**src/design/rucc_pkg.sv**
```systemverilog
`default_nettype none

package rucc_pkg;

    // widths of the register port and of the fields
    localparam int ADDR_W  = 8;
    localparam int DATA_W  = 32;
    localparam int PAGE_W  = 8;
    localparam int TMO_W   = 16;
    localparam int IRQ_W   = 4;

    // register byte offsets
    localparam logic [ADDR_W-1:0] OFF_CTRL     = 8'h00;
    localparam logic [ADDR_W-1:0] OFF_CMD      = 8'h04;
    localparam logic [ADDR_W-1:0] OFF_STATUS   = 8'h08;
    localparam logic [ADDR_W-1:0] OFF_IRQ_STS  = 8'h0c;
    localparam logic [ADDR_W-1:0] OFF_IRQ_MASK = 8'h10;
    localparam logic [ADDR_W-1:0] OFF_WD_COUNT = 8'h14;

    // update-control register fields
    localparam int CTRL_PAGE_LSB = 0;
    localparam int CTRL_WDEN_BIT = 8;
    localparam int CTRL_TMO_LSB  = 16;

    // command register bits (write-only pulses)
    localparam int CMD_LOAD_BIT   = 0;
    localparam int CMD_CLEAR_BIT  = 1;
    localparam int CMD_RECONF_BIT = 2;

    // status register fields
    localparam int ST_MODE_LSB  = 0;
    localparam int ST_CAUSE_LSB = 4;
    localparam int ST_RU_BIT    = 8;
    localparam int ST_WDEN_BIT  = 9;
    localparam int ST_PAGE_LSB  = 16;

    // interrupt status and mask bits
    localparam int IRQ_USER_BIT   = 0;
    localparam int IRQ_WDOG_BIT   = 1;
    localparam int IRQ_LERR_BIT   = 2;
    localparam int IRQ_RECONF_BIT = 3;

    // reset values
    localparam logic [DATA_W-1:0] CTRL_RST     = 32'h0000_0000;
    localparam logic [IRQ_W-1:0]  IRQ_MASK_RST = 4'h0;
    localparam logic [3:0]        PIN_RST      = 4'h8;

    // timing: watchdog tick derived from the 200 MHz clock
    localparam int CLK_PERIOD_PS = 5000;
    localparam int WD_TICK_NS    = 1000;
    localparam int WD_TICK_CYC   = (WD_TICK_NS * 1000 + CLK_PERIOD_PS - 1) / CLK_PERIOD_PS;

    typedef enum logic [1:0] {ST_FACTORY, ST_LOADING, ST_USER} rucc_state_t;

    typedef enum logic [2:0] {
        CAUSE_POWER_UP,
        CAUSE_EXT_REQ,
        CAUSE_USER_REQ,
        CAUSE_WDOG,
        CAUSE_LOAD_ERR
    } rucc_cause_t;

    // address match used by every register decode
    function automatic logic rucc_hit(input logic [ADDR_W-1:0] a,
                                      input logic [ADDR_W-1:0] off);
        return a == off;
    endfunction : rucc_hit

endpackage : rucc_pkg

`default_nettype wire

```
**src/design/rucc_wdog_if.sv**
```systemverilog
`default_nettype none

// controller <-> watchdog counter
interface rucc_wdog_if #(parameter int TMO_W = 16);
    logic             run;
    logic             clear;
    logic [TMO_W-1:0] tmo;
    logic             expired;
    logic [TMO_W-1:0] count;

    modport ctl (output run, clear, tmo, input expired, count);
    modport wd  (input run, clear, tmo, output expired, count);
endinterface : rucc_wdog_if

`default_nettype wire
```
**src/design/rucc_sync.sv**
```systemverilog
`default_nettype none

module rucc_sync #(
    parameter int           W       = 1,
    parameter logic [W-1:0] RST_VAL = '0
) (
    // clock and reset
    input  wire logic         clk,
    input  wire logic         rst_n,
    // asynchronous in, filtered out
    input  wire logic [W-1:0] d,
    output logic      [W-1:0] q
);
    logic [W-1:0] s1_q;
    logic [W-1:0] s2_q;
    logic [W-1:0] s3_q;

    // three stages; a bit changes once stages two and three agree
    always_ff @(posedge clk or negedge rst_n) begin
        if (!rst_n) begin
            s1_q <= RST_VAL;
            s2_q <= RST_VAL;
            s3_q <= RST_VAL;
            q    <= RST_VAL;
        end else begin
            s1_q <= d;
            s2_q <= s1_q;
            s3_q <= s2_q;
            q    <= ((s2_q ~^ s3_q) & s3_q) | ((s2_q ^ s3_q) & q);
        end
    end
endmodule : rucc_sync

`default_nettype wire

```
**src/design/rucc_top.sv**
```systemverilog
`default_nettype none

module rucc_top
    import rucc_pkg::*;
#(
    parameter int TICK_CYC = WD_TICK_CYC
) (
    // clock and reset
    input  wire logic              MCLK,
    input  wire logic              RST_N,
    // register port
    input  wire logic [ADDR_W-1:0] ADDR,
    input  wire logic [DATA_W-1:0] WDATA,
    input  wire logic              WR,
    input  wire logic              RD,
    output logic      [DATA_W-1:0] RDATA,
    // configuration loader
    output logic                   LOAD_START,
    output logic      [PAGE_W-1:0] LOAD_PAGE,
    input  wire logic              LOAD_DONE,
    input  wire logic              LOAD_ERR,
    input  wire logic              LOAD_RU,
    // external reconfiguration request
    input  wire logic              RECONF_REQ_N,
    // status
    output logic                   USER_MODE,
    output logic                   WD_ACTIVE,
    output logic                   IRQ
);

    ////////////////////////////////////////////////////////////////////////////
    // declarations

    rucc_state_t       state_q;
    rucc_state_t       state_d;
    rucc_cause_t       cause_q;
    rucc_cause_t       cause_d;
    logic [DATA_W-1:0] ctrl_q;
    logic [PAGE_W-1:0] page_q;
    logic              app_wd_en_q;
    logic [TMO_W-1:0]  app_tmo_q;
    logic              app_ru_q;
    logic [IRQ_W-1:0]  irq_sts_q;
    logic [IRQ_W-1:0]  irq_sts_d;
    logic [IRQ_W-1:0]  irq_mask_q;
    logic [IRQ_W-1:0]  irq_ev;
    logic              req_prev_q;
    logic [3:0]        pins_s;
    logic              done_s;
    logic              err_s;
    logic              ru_s;
    logic              req_s;
    logic              req_rise;
    logic              cmd_load;
    logic              cmd_clear;
    logic              cmd_reconf;
    logic              start_acc;
    logic              leave;
    logic [DATA_W-1:0] st_word;
    logic [DATA_W-1:0] rd_word;

    rucc_wdog_if #(.TMO_W(TMO_W)) wdi ();

    ////////////////////////////////////////////////////////////////////////////
    // pin synchronisers and watchdog counter

    rucc_sync #(.W(4), .RST_VAL(PIN_RST)) u_sync (
        .clk   (MCLK),
        .rst_n (RST_N),
        .d     ({RECONF_REQ_N, LOAD_RU, LOAD_ERR, LOAD_DONE}),
        .q     (pins_s)
    );

    assign done_s   = pins_s[0];
    assign err_s    = pins_s[1];
    assign ru_s     = pins_s[2];
    assign req_s    = !pins_s[3];
    assign req_rise = req_s && !req_prev_q;

    rucc_wdog #(.TICK_CYC(TICK_CYC)) u_wdog (
        .clk   (MCLK),
        .rst_n (RST_N),
        .wdi   (wdi)
    );

    // counter runs only for an application in user mode with watchdog on
    assign wdi.run   = (state_q == ST_USER) && app_wd_en_q;
    assign wdi.tmo   = app_tmo_q;
    // a clear counts only from a remote-update application in user mode
    assign wdi.clear = cmd_clear && (state_q == ST_USER) && app_ru_q;

    ////////////////////////////////////////////////////////////////////////////
    // command strobes

    assign cmd_load   = WR && rucc_hit(ADDR, OFF_CMD) && WDATA[CMD_LOAD_BIT];
    assign cmd_clear  = WR && rucc_hit(ADDR, OFF_CMD) && WDATA[CMD_CLEAR_BIT];
    assign cmd_reconf = WR && rucc_hit(ADDR, OFF_CMD) && WDATA[CMD_RECONF_BIT];

    ////////////////////////////////////////////////////////////////////////////
    // sequencer: factory -> loading -> user, with every fallback

    always_comb begin
        state_d = state_q;
        cause_d = cause_q;
        if (req_rise) begin
            state_d = ST_FACTORY;
            cause_d = CAUSE_EXT_REQ;
        end else begin
            unique case (state_q)
                ST_FACTORY: begin
                    if (cmd_load && !done_s && !req_s) begin
                        state_d = ST_LOADING;
                    end
                end
                ST_LOADING: begin
                    if (done_s && err_s) begin
                        state_d = ST_FACTORY;
                        cause_d = CAUSE_LOAD_ERR;
                    end else if (done_s) begin
                        state_d = ST_USER;
                    end
                end
                ST_USER: begin
                    if (wdi.expired) begin
                        state_d = ST_FACTORY;
                        cause_d = CAUSE_WDOG;
                    end else if (cmd_reconf) begin
                        state_d = ST_FACTORY;
                        cause_d = CAUSE_USER_REQ;
                    end
                end
            endcase
        end
    end

    assign start_acc = (state_q == ST_FACTORY) && (state_d == ST_LOADING);
    assign leave     = (state_d == ST_FACTORY) && ((state_q != ST_FACTORY) || req_rise);

    // state, cause and mode outputs
    always_ff @(posedge MCLK or negedge RST_N) begin
        if (!RST_N) begin
            state_q    <= ST_FACTORY;
            cause_q    <= CAUSE_POWER_UP;
            req_prev_q <= 1'b0;
            LOAD_START <= 1'b0;
            USER_MODE  <= 1'b0;
            WD_ACTIVE  <= 1'b0;
        end else begin
            state_q    <= state_d;
            cause_q    <= cause_d;
            req_prev_q <= req_s;
            LOAD_START <= (state_d == ST_LOADING);
            USER_MODE  <= (state_d == ST_USER);
            WD_ACTIVE  <= (state_d == ST_USER) && app_wd_en_q;
        end
    end

    // page, watchdog enable and timeout latched as a load starts, remote-update flag on entry to user; enable and flag cleared in factory mode
    always_ff @(posedge MCLK or negedge RST_N) begin
        if (!RST_N) begin
            page_q      <= '0;
            app_wd_en_q <= 1'b0;
            app_tmo_q   <= '0;
            app_ru_q    <= 1'b0;
        end else begin
            if (start_acc) begin
                page_q      <= ctrl_q[CTRL_PAGE_LSB +: PAGE_W];
                app_wd_en_q <= ctrl_q[CTRL_WDEN_BIT];
                app_tmo_q   <= ctrl_q[CTRL_TMO_LSB +: TMO_W];
            end else if (state_d == ST_FACTORY) begin
                app_wd_en_q <= 1'b0;
            end
            if (state_q == ST_LOADING && state_d == ST_USER) begin
                app_ru_q <= ru_s;
            end else if (state_d == ST_FACTORY) begin
                app_ru_q <= 1'b0;
            end
        end
    end

    assign LOAD_PAGE = page_q;

    ////////////////////////////////////////////////////////////////////////////
    // update-control register

    always_ff @(posedge MCLK or negedge RST_N) begin
        if (!RST_N) begin
            ctrl_q <= CTRL_RST;
        end else if (WR && rucc_hit(ADDR, OFF_CTRL)) begin
            ctrl_q <= WDATA;
        end
    end

    ////////////////////////////////////////////////////////////////////////////
    // interrupts: sticky status, cleared by its read; a new event wins

    always_comb begin
        irq_ev                 = '0;
        irq_ev[IRQ_USER_BIT]   = (state_q == ST_LOADING) && (state_d == ST_USER);
        irq_ev[IRQ_WDOG_BIT]   = leave && (cause_d == CAUSE_WDOG);
        irq_ev[IRQ_LERR_BIT]   = leave && (cause_d == CAUSE_LOAD_ERR);
        irq_ev[IRQ_RECONF_BIT] = leave && ((cause_d == CAUSE_EXT_REQ) ||
                                           (cause_d == CAUSE_USER_REQ));
        irq_sts_d = irq_sts_q;
        if (RD && rucc_hit(ADDR, OFF_IRQ_STS)) begin
            irq_sts_d = '0;
        end
        irq_sts_d = irq_sts_d | irq_ev;
    end

    always_ff @(posedge MCLK or negedge RST_N) begin
        if (!RST_N) begin
            irq_sts_q  <= '0;
            irq_mask_q <= IRQ_MASK_RST;
            IRQ        <= 1'b0;
        end else begin
            irq_sts_q <= irq_sts_d;
            if (WR && rucc_hit(ADDR, OFF_IRQ_MASK)) begin
                irq_mask_q <= WDATA[IRQ_W-1:0];
            end
            IRQ <= |(irq_sts_d & irq_mask_q);
        end
    end

    ////////////////////////////////////////////////////////////////////////////
    // read path: data stands only in the cycle after the strobe

    always_comb begin
        st_word                               = '0;
        st_word[ST_MODE_LSB +: 2]             = state_q;
        st_word[ST_CAUSE_LSB +: 3]            = cause_q;
        st_word[ST_RU_BIT]                    = app_ru_q;
        st_word[ST_WDEN_BIT]                  = app_wd_en_q;
        st_word[ST_PAGE_LSB +: PAGE_W]        = page_q;
        rd_word = '0;
        if (rucc_hit(ADDR, OFF_CTRL)) begin
            rd_word = ctrl_q;
        end else if (rucc_hit(ADDR, OFF_STATUS)) begin
            rd_word = st_word;
        end else if (rucc_hit(ADDR, OFF_IRQ_STS)) begin
            rd_word[IRQ_W-1:0] = irq_sts_q;
        end else if (rucc_hit(ADDR, OFF_IRQ_MASK)) begin
            rd_word[IRQ_W-1:0] = irq_mask_q;
        end else if (rucc_hit(ADDR, OFF_WD_COUNT)) begin
            rd_word[TMO_W-1:0] = wdi.count;
        end
    end

    always_ff @(posedge MCLK or negedge RST_N) begin
        if (!RST_N) begin
            RDATA <= '0;
        end else begin
            RDATA <= RD ? rd_word : '0;
        end
    end
endmodule : rucc_top

`default_nettype wire

```
**src/design/rucc_wdog.sv**
```systemverilog
`default_nettype none

module rucc_wdog
    import rucc_pkg::*;
#(
    parameter int TICK_CYC = WD_TICK_CYC
) (
    // clock and reset
    input  wire logic clk,
    input  wire logic rst_n,
    // controller side
    rucc_wdog_if.wd   wdi
);
    localparam int DIV_W = $clog2(TICK_CYC + 1);

    logic [DIV_W-1:0] div_q;
    logic [TMO_W-1:0] count_q;
    logic             exp_q;
    logic             tick;

    assign tick        = wdi.run && !wdi.clear && (div_q == DIV_W'(TICK_CYC - 1));
    assign wdi.count   = count_q;
    assign wdi.expired = exp_q;

    // tick divider, restarted by a clear or while idle
    always_ff @(posedge clk or negedge rst_n) begin
        if (!rst_n) begin
            div_q <= '0;
        end else if (!wdi.run || wdi.clear || tick) begin
            div_q <= '0;
        end else begin
            div_q <= div_q + 1'b1;
        end
    end

    // countdown; reload on clear, hold loaded while idle
    always_ff @(posedge clk or negedge rst_n) begin
        if (!rst_n) begin
            count_q <= '0;
            exp_q   <= 1'b0;
        end else begin
            exp_q <= 1'b0;
            if (!wdi.run || wdi.clear) begin
                count_q <= wdi.tmo;
            end else if (tick) begin
                if (count_q == '0) begin
                    exp_q <= 1'b1;
                end else begin
                    count_q <= count_q - 1'b1;
                end
            end
        end
    end
endmodule : rucc_wdog

`default_nettype wire

```
**config.mk**
```make
export PLATFORM = sky130hd
export DESIGN_NAME = rucc_top
export DESIGN_NICKNAME = d
export VERILOG_FILES = /design/src/design/rucc_pkg.sv /design/src/design/rucc_wdog_if.sv /design/src/design/rucc_sync.sv /design/src/design/rucc_top.sv /design/src/design/rucc_wdog.sv
export SDC_FILE = /design/constraint.sdc
export NUM_CORES = 1
export LEC_CHECK = 0
export BUFFER_PORTS_ARGS = -buffer_cell sky130_fd_sc_hd__buf_2
export CORE_MARGIN = 5
export CORE_UTILIZATION = 51
export CTS_CLUSTER_SIZE = 8
export DETAILED_ROUTE_END_ITERATION = 6
export GPL_TIMING_DRIVEN = 0
export HOLD_SLACK_MARGIN = 0.08
export PLACE_DENSITY_LB_ADDON = 0.15
export SLEW_MARGIN = 0
export SYNTH_ARGS = -nofsm -noshare
export SYNTH_HDL_FRONTEND = slang
export SYNTH_HIERARCHICAL = 1
export SYNTH_SLANG_ARGS = --single-unit
```
**constraint.sdc**
```tcl
create_clock -name MCLK -period 2.3 [get_ports MCLK]
set_input_delay 0.46 -clock MCLK [delete_from_list [all_inputs] [get_ports MCLK]]
set_output_delay 0.46 -clock MCLK [all_outputs]
set_load 0.1 [all_outputs]
```
### Yosys cells after proc, flatten, opt, wreduce, memory -nomap -nowiden

Index checks and enable logic that the tools add are counted.

| storage, ports and cells | value |
|---|---|
| memories | 0 |
| RAM bits | 0 |
| memory bits (read-only) | 0 |
| logic and storage cells | 120 |
| output and inout port bits | 44 |
| bits in latches | 0 |
| register bits after elaboration | 149 |

| cells by class | value |
|---|---|
| add/subtract/negate cells | 2 |
| divide/modulo/power cells | 0 |
| bitwise logic cells | 7 |
| multiply operators | 0 |
| eq/ne operators | 15 |
| magnitude comparators | 0 |
| muxes and demuxes | 32 |
| reductions and logical operators | 42 |
| shifts and indexed selects | 0 |

Operators with widths:

| kind | count |
|---|---|
| two-way mux 16 bit | 5 |
| two-way mux 32 bit | 2 |
| two-way mux 12 bit | 2 |
| logical AND 1 bit | 23 |
| equality test 8 x 4 -> 1 bit (second input constant) | 2 |
| equality test 8 x 5 -> 1 bit (second input constant) | 2 |
| logical NOT 16 bit | 1 |
| two-way mux 8 bit | 2 |
| subtractor 16 x 1 -> 16 bit (second input constant) | 1 |
| AND 4 bit | 3 |
| two-way mux 2 bit | 6 |
| two-way mux 3 bit | 4 |
| two-way mux 4 bit | 3 |
| adder 8 x 1 -> 8 bit (second input constant) | 1 |
| equality test 8 x 3 -> 1 bit (second input constant) | 1 |
| equality test 8 bit (second input constant) | 1 |
| logical NOT 8 bit | 1 |
| bitwise OR 4 bit | 2 |
| nonzero test 2 bit | 4 |
| equality test 3 x 2 -> 1 bit (second input constant) | 2 |
| two-way mux 1 bit | 6 |
| one-hot mux 2 bit (3 select lines) | 1 |
| one-hot mux 3 bit (2 select lines) | 1 |
| logical NOT 1 bit | 5 |
| other kinds (11) | 17 |

### Longest topological paths before layout

Gate-level depths: netlist (run 1).

| depth | value |
|---|---|
| word-level depth | 14 |
| depth in mapped cells | 12 |

### Cells and area by module

Netlist (run 1), hierarchy kept.

Modules (own cells, without submodules):

| module | sequential area each (um^2) | instances | cells each | area each (um^2) |
|---|---|---|---|---|
| rucc_top | 2702.6 | 1 | 318 | 4479.3 |
| rucc_wdog | 625.6 | 1 | 153 | 1382.6 |
| rucc_sync | 405.4 | 1 | 24 | 485.5 |

### Least setup slack after synthesis (run 1)

No wires, ideal clock.

| timing path | value |
|---|---|
| kind | register -> register |
| from | register state_q[0] |
| to | register page_q[0] (netlist: LOAD_PAGE[0]) |
| required time | 2.174 ns |
| arrival | 2.183 ns |
| slack | -0.009 ns |
| buffers on the path | 2 |
| cell stages (with the launch flop) | 10 |
| path through | dfrtp_1 -> inv_1 -> ha_1 -> clkbuf_1 -> nand2_1 -> or4_1 -> o21a_4 -> nand3_4 -> buf_6 -> mux2_4 |

| between the ends | value |
|---|---|
| word-level cells in the longest chain between the ends | 6 |

RTL lines:

| element | line | text |
|---|---|---|
| start, declared | rucc_top.sv:34 | `rucc_state_t state_q;` |
| start signal, assigned | rucc_top.sv:149 | `state_q <= state_d;` |
| two-way mux 2 bit, on equally long branches | rucc_top.sv:127, rucc_top.sv:119 |  |
| two-way mux 2 bit, on equally long branches | rucc_top.sv:124, rucc_top.sv:116 |  |
| one-hot mux 2 bit (3 select lines) | rucc_top.sv:109 | `unique case (state_q)` |
| two-way mux 2 bit | rucc_top.sv:105 | `if (req_rise) begin` |
| equality test 2 x 1 -> 1 bit | rucc_top.sv:136 | `assign start_acc = (state_q == ST_FACTORY) && (state_d == ST_LOADING);` |
| logical AND 1 bit * | rucc_top.sv:136 |  |
| end signal, assigned | rucc_top.sv:167 | `page_q <= ctrl_q[CTRL_PAGE_LSB +: PAGE_W];` |
| end, declared | rucc_top.sv:39 | `logic [PAGE_W-1:0] page_q;` |

Mark *: on every way between the ends. The rest lies on a longest branch, timed or not.
A chain may end at the register's enable or synchronous reset.

### Final worst setup path (run 1)

| timing path | value |
|---|---|
| from | register state_q[1] |
| to | register page_q[0] (netlist: LOAD_PAGE[0]) |

The elaborated chain is that of the path after synthesis.

==> results by group, run 1 <==
Status
  • Run status: finished with violations
  • Failing checks: setup timing

Power
  • Peak supply drop: 0.000693 V
  • Lkg Pwr: 3.99 nW
  • PwrDens: 756 mW/mm^2
  • Power Total: 6.02 mW

Detailed routing
  • Initial drt markers: 516
  • Residual DRC count: 0
  • Vias: 4593
  • Final WL: between 15000 and 20000 um
  • First-pass iteration count of the detailed router: 5
  • Via/cell ratio: roughly 5.7
  • Drt wl/cell: 19.5 um
  • Antenna viol nets, final: 0

Synthesis
  • Synth Area per Inst: 12.8 sq um
  • Post-synth EDFFs: 0
  • Flops & latches, synth: roughly 150
  • Synth Net Count: 552
  • Number of warnings issued by yosys: 6
  • Ys async rst share: 1.00
  • Post-Syn Area: 0.00635 sq mm
  • Register area share after synthesis: 0.588
  • Mapped Cells: roughly 500
  • Top_reg_cell synth: dfrtp_1
  • Yosys cell types: 67

Cells and area
  • Syn-to-layout area delta: 25.3%
  • Ant diodes: 0
  • Most common library cell in the layout ignoring fill and taps: dfrtp_1
  • Final Cell Area: 0.00796 sq mm
  • Share of layout cells above drive strength 1: 0.377
  • Most frequent cells in the layout: 145 x dfrtp_1, 92 x buf_2, 40 x mux2_2, 31 x nor2_1, 25 x nand2_1
  • Layout fillers: 956
  • Register Area: 0.00373 sq mm
  • Nets: 675
  • Footprint of the multi-input gates: between 0.002 and 0.003 sq mm

Placement
  • Port Buf Inserts: 91
  • Gp weighted congestion: around 0.90
  • Detailed Place HPWL: 10500 um
  • Area after DPL: approximately 0.007 sq mm

Setup path
  • Slowest stage delay, CP: 0.41 ns
  • Worst Path Arrival: 2.66 ns
  • Reg-to-Reg End: LOAD_PAGE[0]
  • Worst Setup Path Type: flop to flop
  • CP max FO: 5
  • CP max-delay cell: dfrtp_1
  • Reg2reg start: state_q[1]
  • Required time of the critical path: 2.62 ns
  • Critical Path Sink Type: flop
  • CP Cell Sequence: inv_2 > ha_4 > nor4bb_4 > nand4_1 > nand3_1 > o21a_4 > nand3_4 > bufbuf_16 > mux2_4
  • Worst reg-to-reg setup slack: -0.04 ns
  • Crit path launch type: flop
  • FF-to-FF path depth: 9

Timing
  • Min Hold Slack: between 0.1 and 0.15 ns
  • Max Freq: 0.427 GHz
  • Final count of pins violating max slew: 0
  • Clk_skew: 0.0102 ns
  • Period utilization: 1.02
  • Rel. slew slack: 0.540
  • Final Critical Period: 2.34 ns
  • Worst-margin pin slew: 0.690 ns
  • Setup TNS Final: -0.561 ns
  • Final Hold Viols: 0
  • Setup WS post-layout: -0.0425 ns
  • Setup violations, final: 21
  • Unrepaired setup endpoints after global routing: yes

Floorplan
  • Initial Utilization: 0.524
  • Die area: ~0.015 sq mm
  • I/O pin count: 92
  • Die Span X: 122 um
  • Row cnt: 40
  • Core area: about 0.012 sq mm
  • Die height: about 120 um

CTS
  • Clk pin slew, worst setup/hold paths: about 0.06 ns
  • H-tree Lvls: 4
  • Clock latency on the worst-skew pair: 0.44 ns
  • CTS buffer count: 17
  • Max clock buf depth: 2
  • Root Driver: clkbuf_16
  • Num Clock Sinks: about 150
  • TritonCTS clock tree: yes

GRT
  • Total congestion overflow: 0
  • Initial antenna violation count: 0
  • Vias in the first global route: 4611
  • Largest net degree at the start of global routing: 84
  • First-pass GRT wire length: between 20000 and 25000 um
  • Tot GR Track Use: 0.220

Hold path
  • WHS Endpoint: u_sync/s1_q[3]
  • Worst hold path cell count: 1
  • Hold crit path type: primary input to flop
  • Hold_sp: RECONF_REQ_N

Flow run
  • Max Cap Viol: 0
## worst max path at each step
stage | startpoint | endpoint | slack (ns) | depth (start not counted)
2_1_floorplan | ADDR[4] | u_wdog/wdi.count[10] | 0.01 | 10
3_3_place_gp | RST_N | u_sync/s1_q[1] | -1.26 | 1
3_5_place_dp | ADDR[4] | u_wdog/wdi.count[7] | -0.64 | 12
4_1_cts | state_q[1] | LOAD_PAGE[0] | -0.05 | 9
5_1_grt | state_q[1] | app_tmo_q[6] | -0.10 | 10
6_report | state_q[1] | LOAD_PAGE[0] | -0.04 | 9
## per-layer routing
layer / global-route usage / vias up / share of wire
li1: - / 2074 / -
met1: 0.311 / 2259 / 0.44
met2: 0.318 / 230 / 0.45
met4: 0.0728 / 0 / 0.021
met3: 0.0771 / 30 / 0.092
met5: 0 / - / 0
## per-stage QoR
stage | instances | utilization | setup slack [ns]
after floorplan | 495 | - | 0.00974
after global placement | 754 | 0.579 | -1.26
after detailed placement | 755 | 0.582 | -0.637
after CTS | 796 | 0.651 | -0.0463
after global routing | 799 | 0.657 | -0.103
final | 799 | 0.657 | -0.0425
## worst max-delay path, delay by kind of cell (launching register included)
kind / cells / cell delay, ns
multiplexers: 1 / 0.29
AND/OR/NAND/NOR: 4 / 0.70
adder cells (fa/ha/maj): 1 / 0.22
AO/OA/AOI/OAI: 1 / 0.18
buffers and inverters: 2 / 0.41
flip-flops: 1 / 0.41
## power breakdown
group | leakage [nW] | switching, mW | internal [mW]
Combinational | 1.67 | 0.129 | 0.0921
Clock | 0.304 | 1.13 | 1.93
Sequential | 2.02 | 0.0473 | 2.68
Total | 3.99 | 1.31 | 4.71
## timing repair
action | 4_1_cts | 5_1_grt
cloned | 1 | 2
hold endpoints to repair | 66 | 0
hold buffers | 1 | 0
setup buffers | 9 | 2
setup endpoints to repair | 40 | 65
pin swaps | 7 | 8
resized for setup | 19 | 11
## cells by family after synthesis
logic type	Yosys count	share of synthesized area
compound gates	106	0.128
xor+xnor	8	0.0110
fa+ha+maj	9	0.0177
buf+inv	34	0.0242
flops	149	0.588
mux	60	0.118
simple gates	129	0.113
## Yosys cell counts, drive strengths merged, types with 3 or more instances
cell type,instances,area share
a211oi,3,0.0043
nand3,17,0.015
buf,9,0.0095
nor2,31,0.018
mux2,60,0.12
o22ai,4,0.0039
o21a,5,0.0073
a21oi,16,0.013
nand2,25,0.015
dfrtp,145,0.57
o21ai,17,0.015
nor3,4,0.0039
or3,3,0.0045
a21o,5,0.0061
clkbuf,12,0.0071
a222oi,9,0.014
ha,9,0.018
a22o,17,0.023
and3,10,0.0099
a22oi,3,0.0035
a21boi,5,0.0059
nor4,6,0.0083
or2,3,0.0030
nor2b,6,0.0059
and2,11,0.011
inv,13,0.0077
nand4,7,0.0079
a32o,3,0.0047
xor2,6,0.0083
dfstp,4,0.017
o311ai,5,0.0069
## state kept, by name, summed over array words and instances (netlist names), 2 cells and up
register,flops
irq_mask_q,4
RDATA,32
u_wdog/wdi.count,16
u_sync/s3_q,4
u_sync/q,4
state_q,2
u_sync/s2_q,4
ctrl_q,32
app_tmo_q,16
cause_q,3
LOAD_PAGE,8
u_sync/s1_q,4
u_wdog/div_q,8
irq_sts_q,4
## final cells by class
cell class,count,share of cell area
clock buffer,18,0.0539
multi-input combinational,313,0.322
timing repair buffer,106,0.0796
buffer,18,0.0138
clock inverter,14,0.0282
inverter,13,0.00645
sequential,149,0.469
tap,168,0.0264
No activity file was read; power rests on OpenSTA's default activity.
==> run 2, diff against run 1 <==
Settings changed: CORE_UTILIZATION 51 to 57.
Clock period 2.3 ns to 2.45 ns, I/O delays scaled along.
==> results by group, run 2 (synthesis gave the netlist of run 1 again) <==
Cells and area
  • Ant diodes: 0
  • Syn-to-layout area delta: 20.9%
  • Most frequent cells in the layout: 144 x dfrtp_1, 93 x buf_2, 40 x mux2_2, 31 x nor2_1, 25 x nand2_1
  • Most common library cell in the layout ignoring fill and taps: dfrtp_1
  • Final Cell Area: between 0.007 and 0.008 sq mm
  • Share of layout cells above drive strength 1: 0.355
  • Layout fillers: 772
  • Nets: 667
  • Biggest regs: RDATA x32, ctrl_q x32

Timing
  • Rel. slew slack: 0.519
  • Final count of pins violating max slew: 0
  • Final Critical Period: 2.40 ns
  • Clk_skew: roughly 0.007 ns
  • Setup TNS Final: 0 ns
  • Setup violations, final: 0
  • Period utilization: 0.980
  • Max Freq: 0.416 GHz
  • Worst-margin pin slew: roughly 0.72 ns
  • Final Hold Viols: 0

Power
  • PwrDens: 681 mW/mm^2
  • Lkg Pwr: 3.89 nW
  • Power Total: 5.23 mW
  • Clk pwr share: 0.471
  • Reg power frac: 0.489
  • Sw Ratio: 0.235
  • Peak supply drop: 0.000632 V
  • P_int: 4.00 mW
  • Combinational power share: 0.039
  • NetSw: 1.23 mW

GRT
  • Tot GR Track Use: 0.243
  • First-pass GRT wire length: 24600 um
  • Total congestion overflow: 0
  • Initial antenna violation count: 0
  • Vias in the first global route: 4663
  • Largest net degree at the start of global routing: 94

CTS
  • TritonCTS clock tree: yes
  • Num Clock Sinks: between 100 and 150
  • H-tree Lvls: 4
  • Root Driver: clkbuf_8
  • Clock latency on the worst-skew pair: 0.54 ns
  • Clk pin slew, worst setup/hold paths: 0.07 ns
  • CTS buffer count: 17
  • Max clock buf depth: 2

Setup path
  • Worst reg-to-reg setup slack: 0.05 ns
  • CP Cell Sequence: inv_2 > ha_4 > nor4bb_1 > nand4_1 > a21o_4 > inv_2 > nand3_4 > buf_8 > mux2_4
  • CP max FO: 10
  • WP buf/inv: 3
  • Required time of the critical path: 2.87 ns
  • Crit path launch type: flop
  • Critical Path Sink Type: flop
  • Family with the most delay on the worst path: simple AND/OR/NAND/NOR gates
  • Worst Path Arrival: 2.82 ns
  • CP max-delay cell: dfrtp_2
  • Slowest stage delay, CP: 0.45 ns
  • Worst Setup Path Type: flop to flop
  • CP most frequent cell: inv_2

Placement
  • Area after DPL: 0.00701 sq mm
  • Port Buf Inserts: 91
  • Detailed Place HPWL: 10700 um
  • Gp weighted congestion: 0.930

Floorplan
  • Die area: about 0.013 sq mm
  • Die height: ~120 um
  • Row cnt: 38
  • Initial Utilization: 0.583
  • I/O pin count: 92
  • Core area: 0.0109 sq mm
  • Die Span X: 116 um

Detailed routing
  • Antenna viol nets, final: 0
  • Vias: 4592
  • Via/cell ratio: 6.02
  • Residual DRC count: 0
  • Final WL: 15200 um
  • Drt wl/cell: 19.9 um
  • Initial drt markers: 459
  • First-pass iteration count of the detailed router: 7

Hold path
  • Hold crit path type: primary input to flop

Status
  • Run status: complete, no violations

Flow run
  • Max Cap Viol: 0
-- run 2: final cells by class --
| class | instances | area, sq um | area share |
|---|---|---|---|
| inverter | 13 | 48.8 | 0.00636 |
| clock buffer | 18 | 428 | 0.0557 |
| timing repair buffer | 98 | 547 | 0.0712 |
| multi-input combinational | 312 | 2500 | 0.326 |
| tap | 140 | 175 | 0.0228 |
| clock inverter | 14 | 136 | 0.0178 |
| sequential | 149 | 3730 | 0.487 |
| buffer | 19 | 101 | 0.0132 |
-- run 2: per-layer routing --
metal	global-route usage	vias to the layer above	wire, um
met5	0	-	0
met4	0.0876	0	255
met3	0.0648	23	1230
met2	0.346	221	6770
met1	0.360	2284	6970
li1	-	2064	-
-- run 2: timing repair --
item	in CTS	in global routing
hold buffers	5	0
endpoints found under the hold margin	60	0
buffers inserted	0	1
cloned	0	0
endpoints found under the setup margin	33	30
pin swaps	0	1
gates resized for setup	4	9
-- run 2: worst reg2reg max path, delay by kind of cell, from the launching register on --
kind                       cells  cell delay, ns
and+or+nand+nor                3            0.60
DFF                            1            0.45
buffers and inverters          3            0.41
muxes                          1            0.31
AOI/OAI and AO/OA              1            0.28
adders and majority gates      1            0.24
-- run 2: stage by stage --
stage               utilization  hold WS [ns]  setup slack, ns  instances
floorplan                     -         0.194            0.130        495
global route              0.705         0.159          -0.0118        763
finish                    0.705         0.180           0.0486        763
global placement          0.641         0.331            -1.16        726
CTS                       0.701         0.164          -0.0257        762
detailed placement        0.644         0.335           -0.486        727
-- run 2: path summary, 6_finish.rpt --
kind                       cells past startpoint            from         endpoint
setup / recovery                               9      state_q[0]     LOAD_PAGE[7]
hold / removal                                 2        WDATA[6]        ctrl_q[6]
setup reg to reg                               9      state_q[0]     LOAD_PAGE[7]
hold reg to reg                                0  u_sync/s1_q[2]   u_sync/s2_q[2]
max in group asynchronous                      3           RST_N   u_sync/s1_q[3]
min in group asynchronous                      2           RST_N  u_wdog/div_q[4]
-- run 2: power groups by stage --
stage                     logic [mW]  registers (mW)  clock network, mW
after global placement         0.190            2.60                  0
after global routing           0.232            2.56               2.62
after CTS                      0.210            2.56               2.51
final                          0.206            2.56               2.46
after floorplan               0.0713            2.60                  0
after detailed placement       0.202            2.60                  0
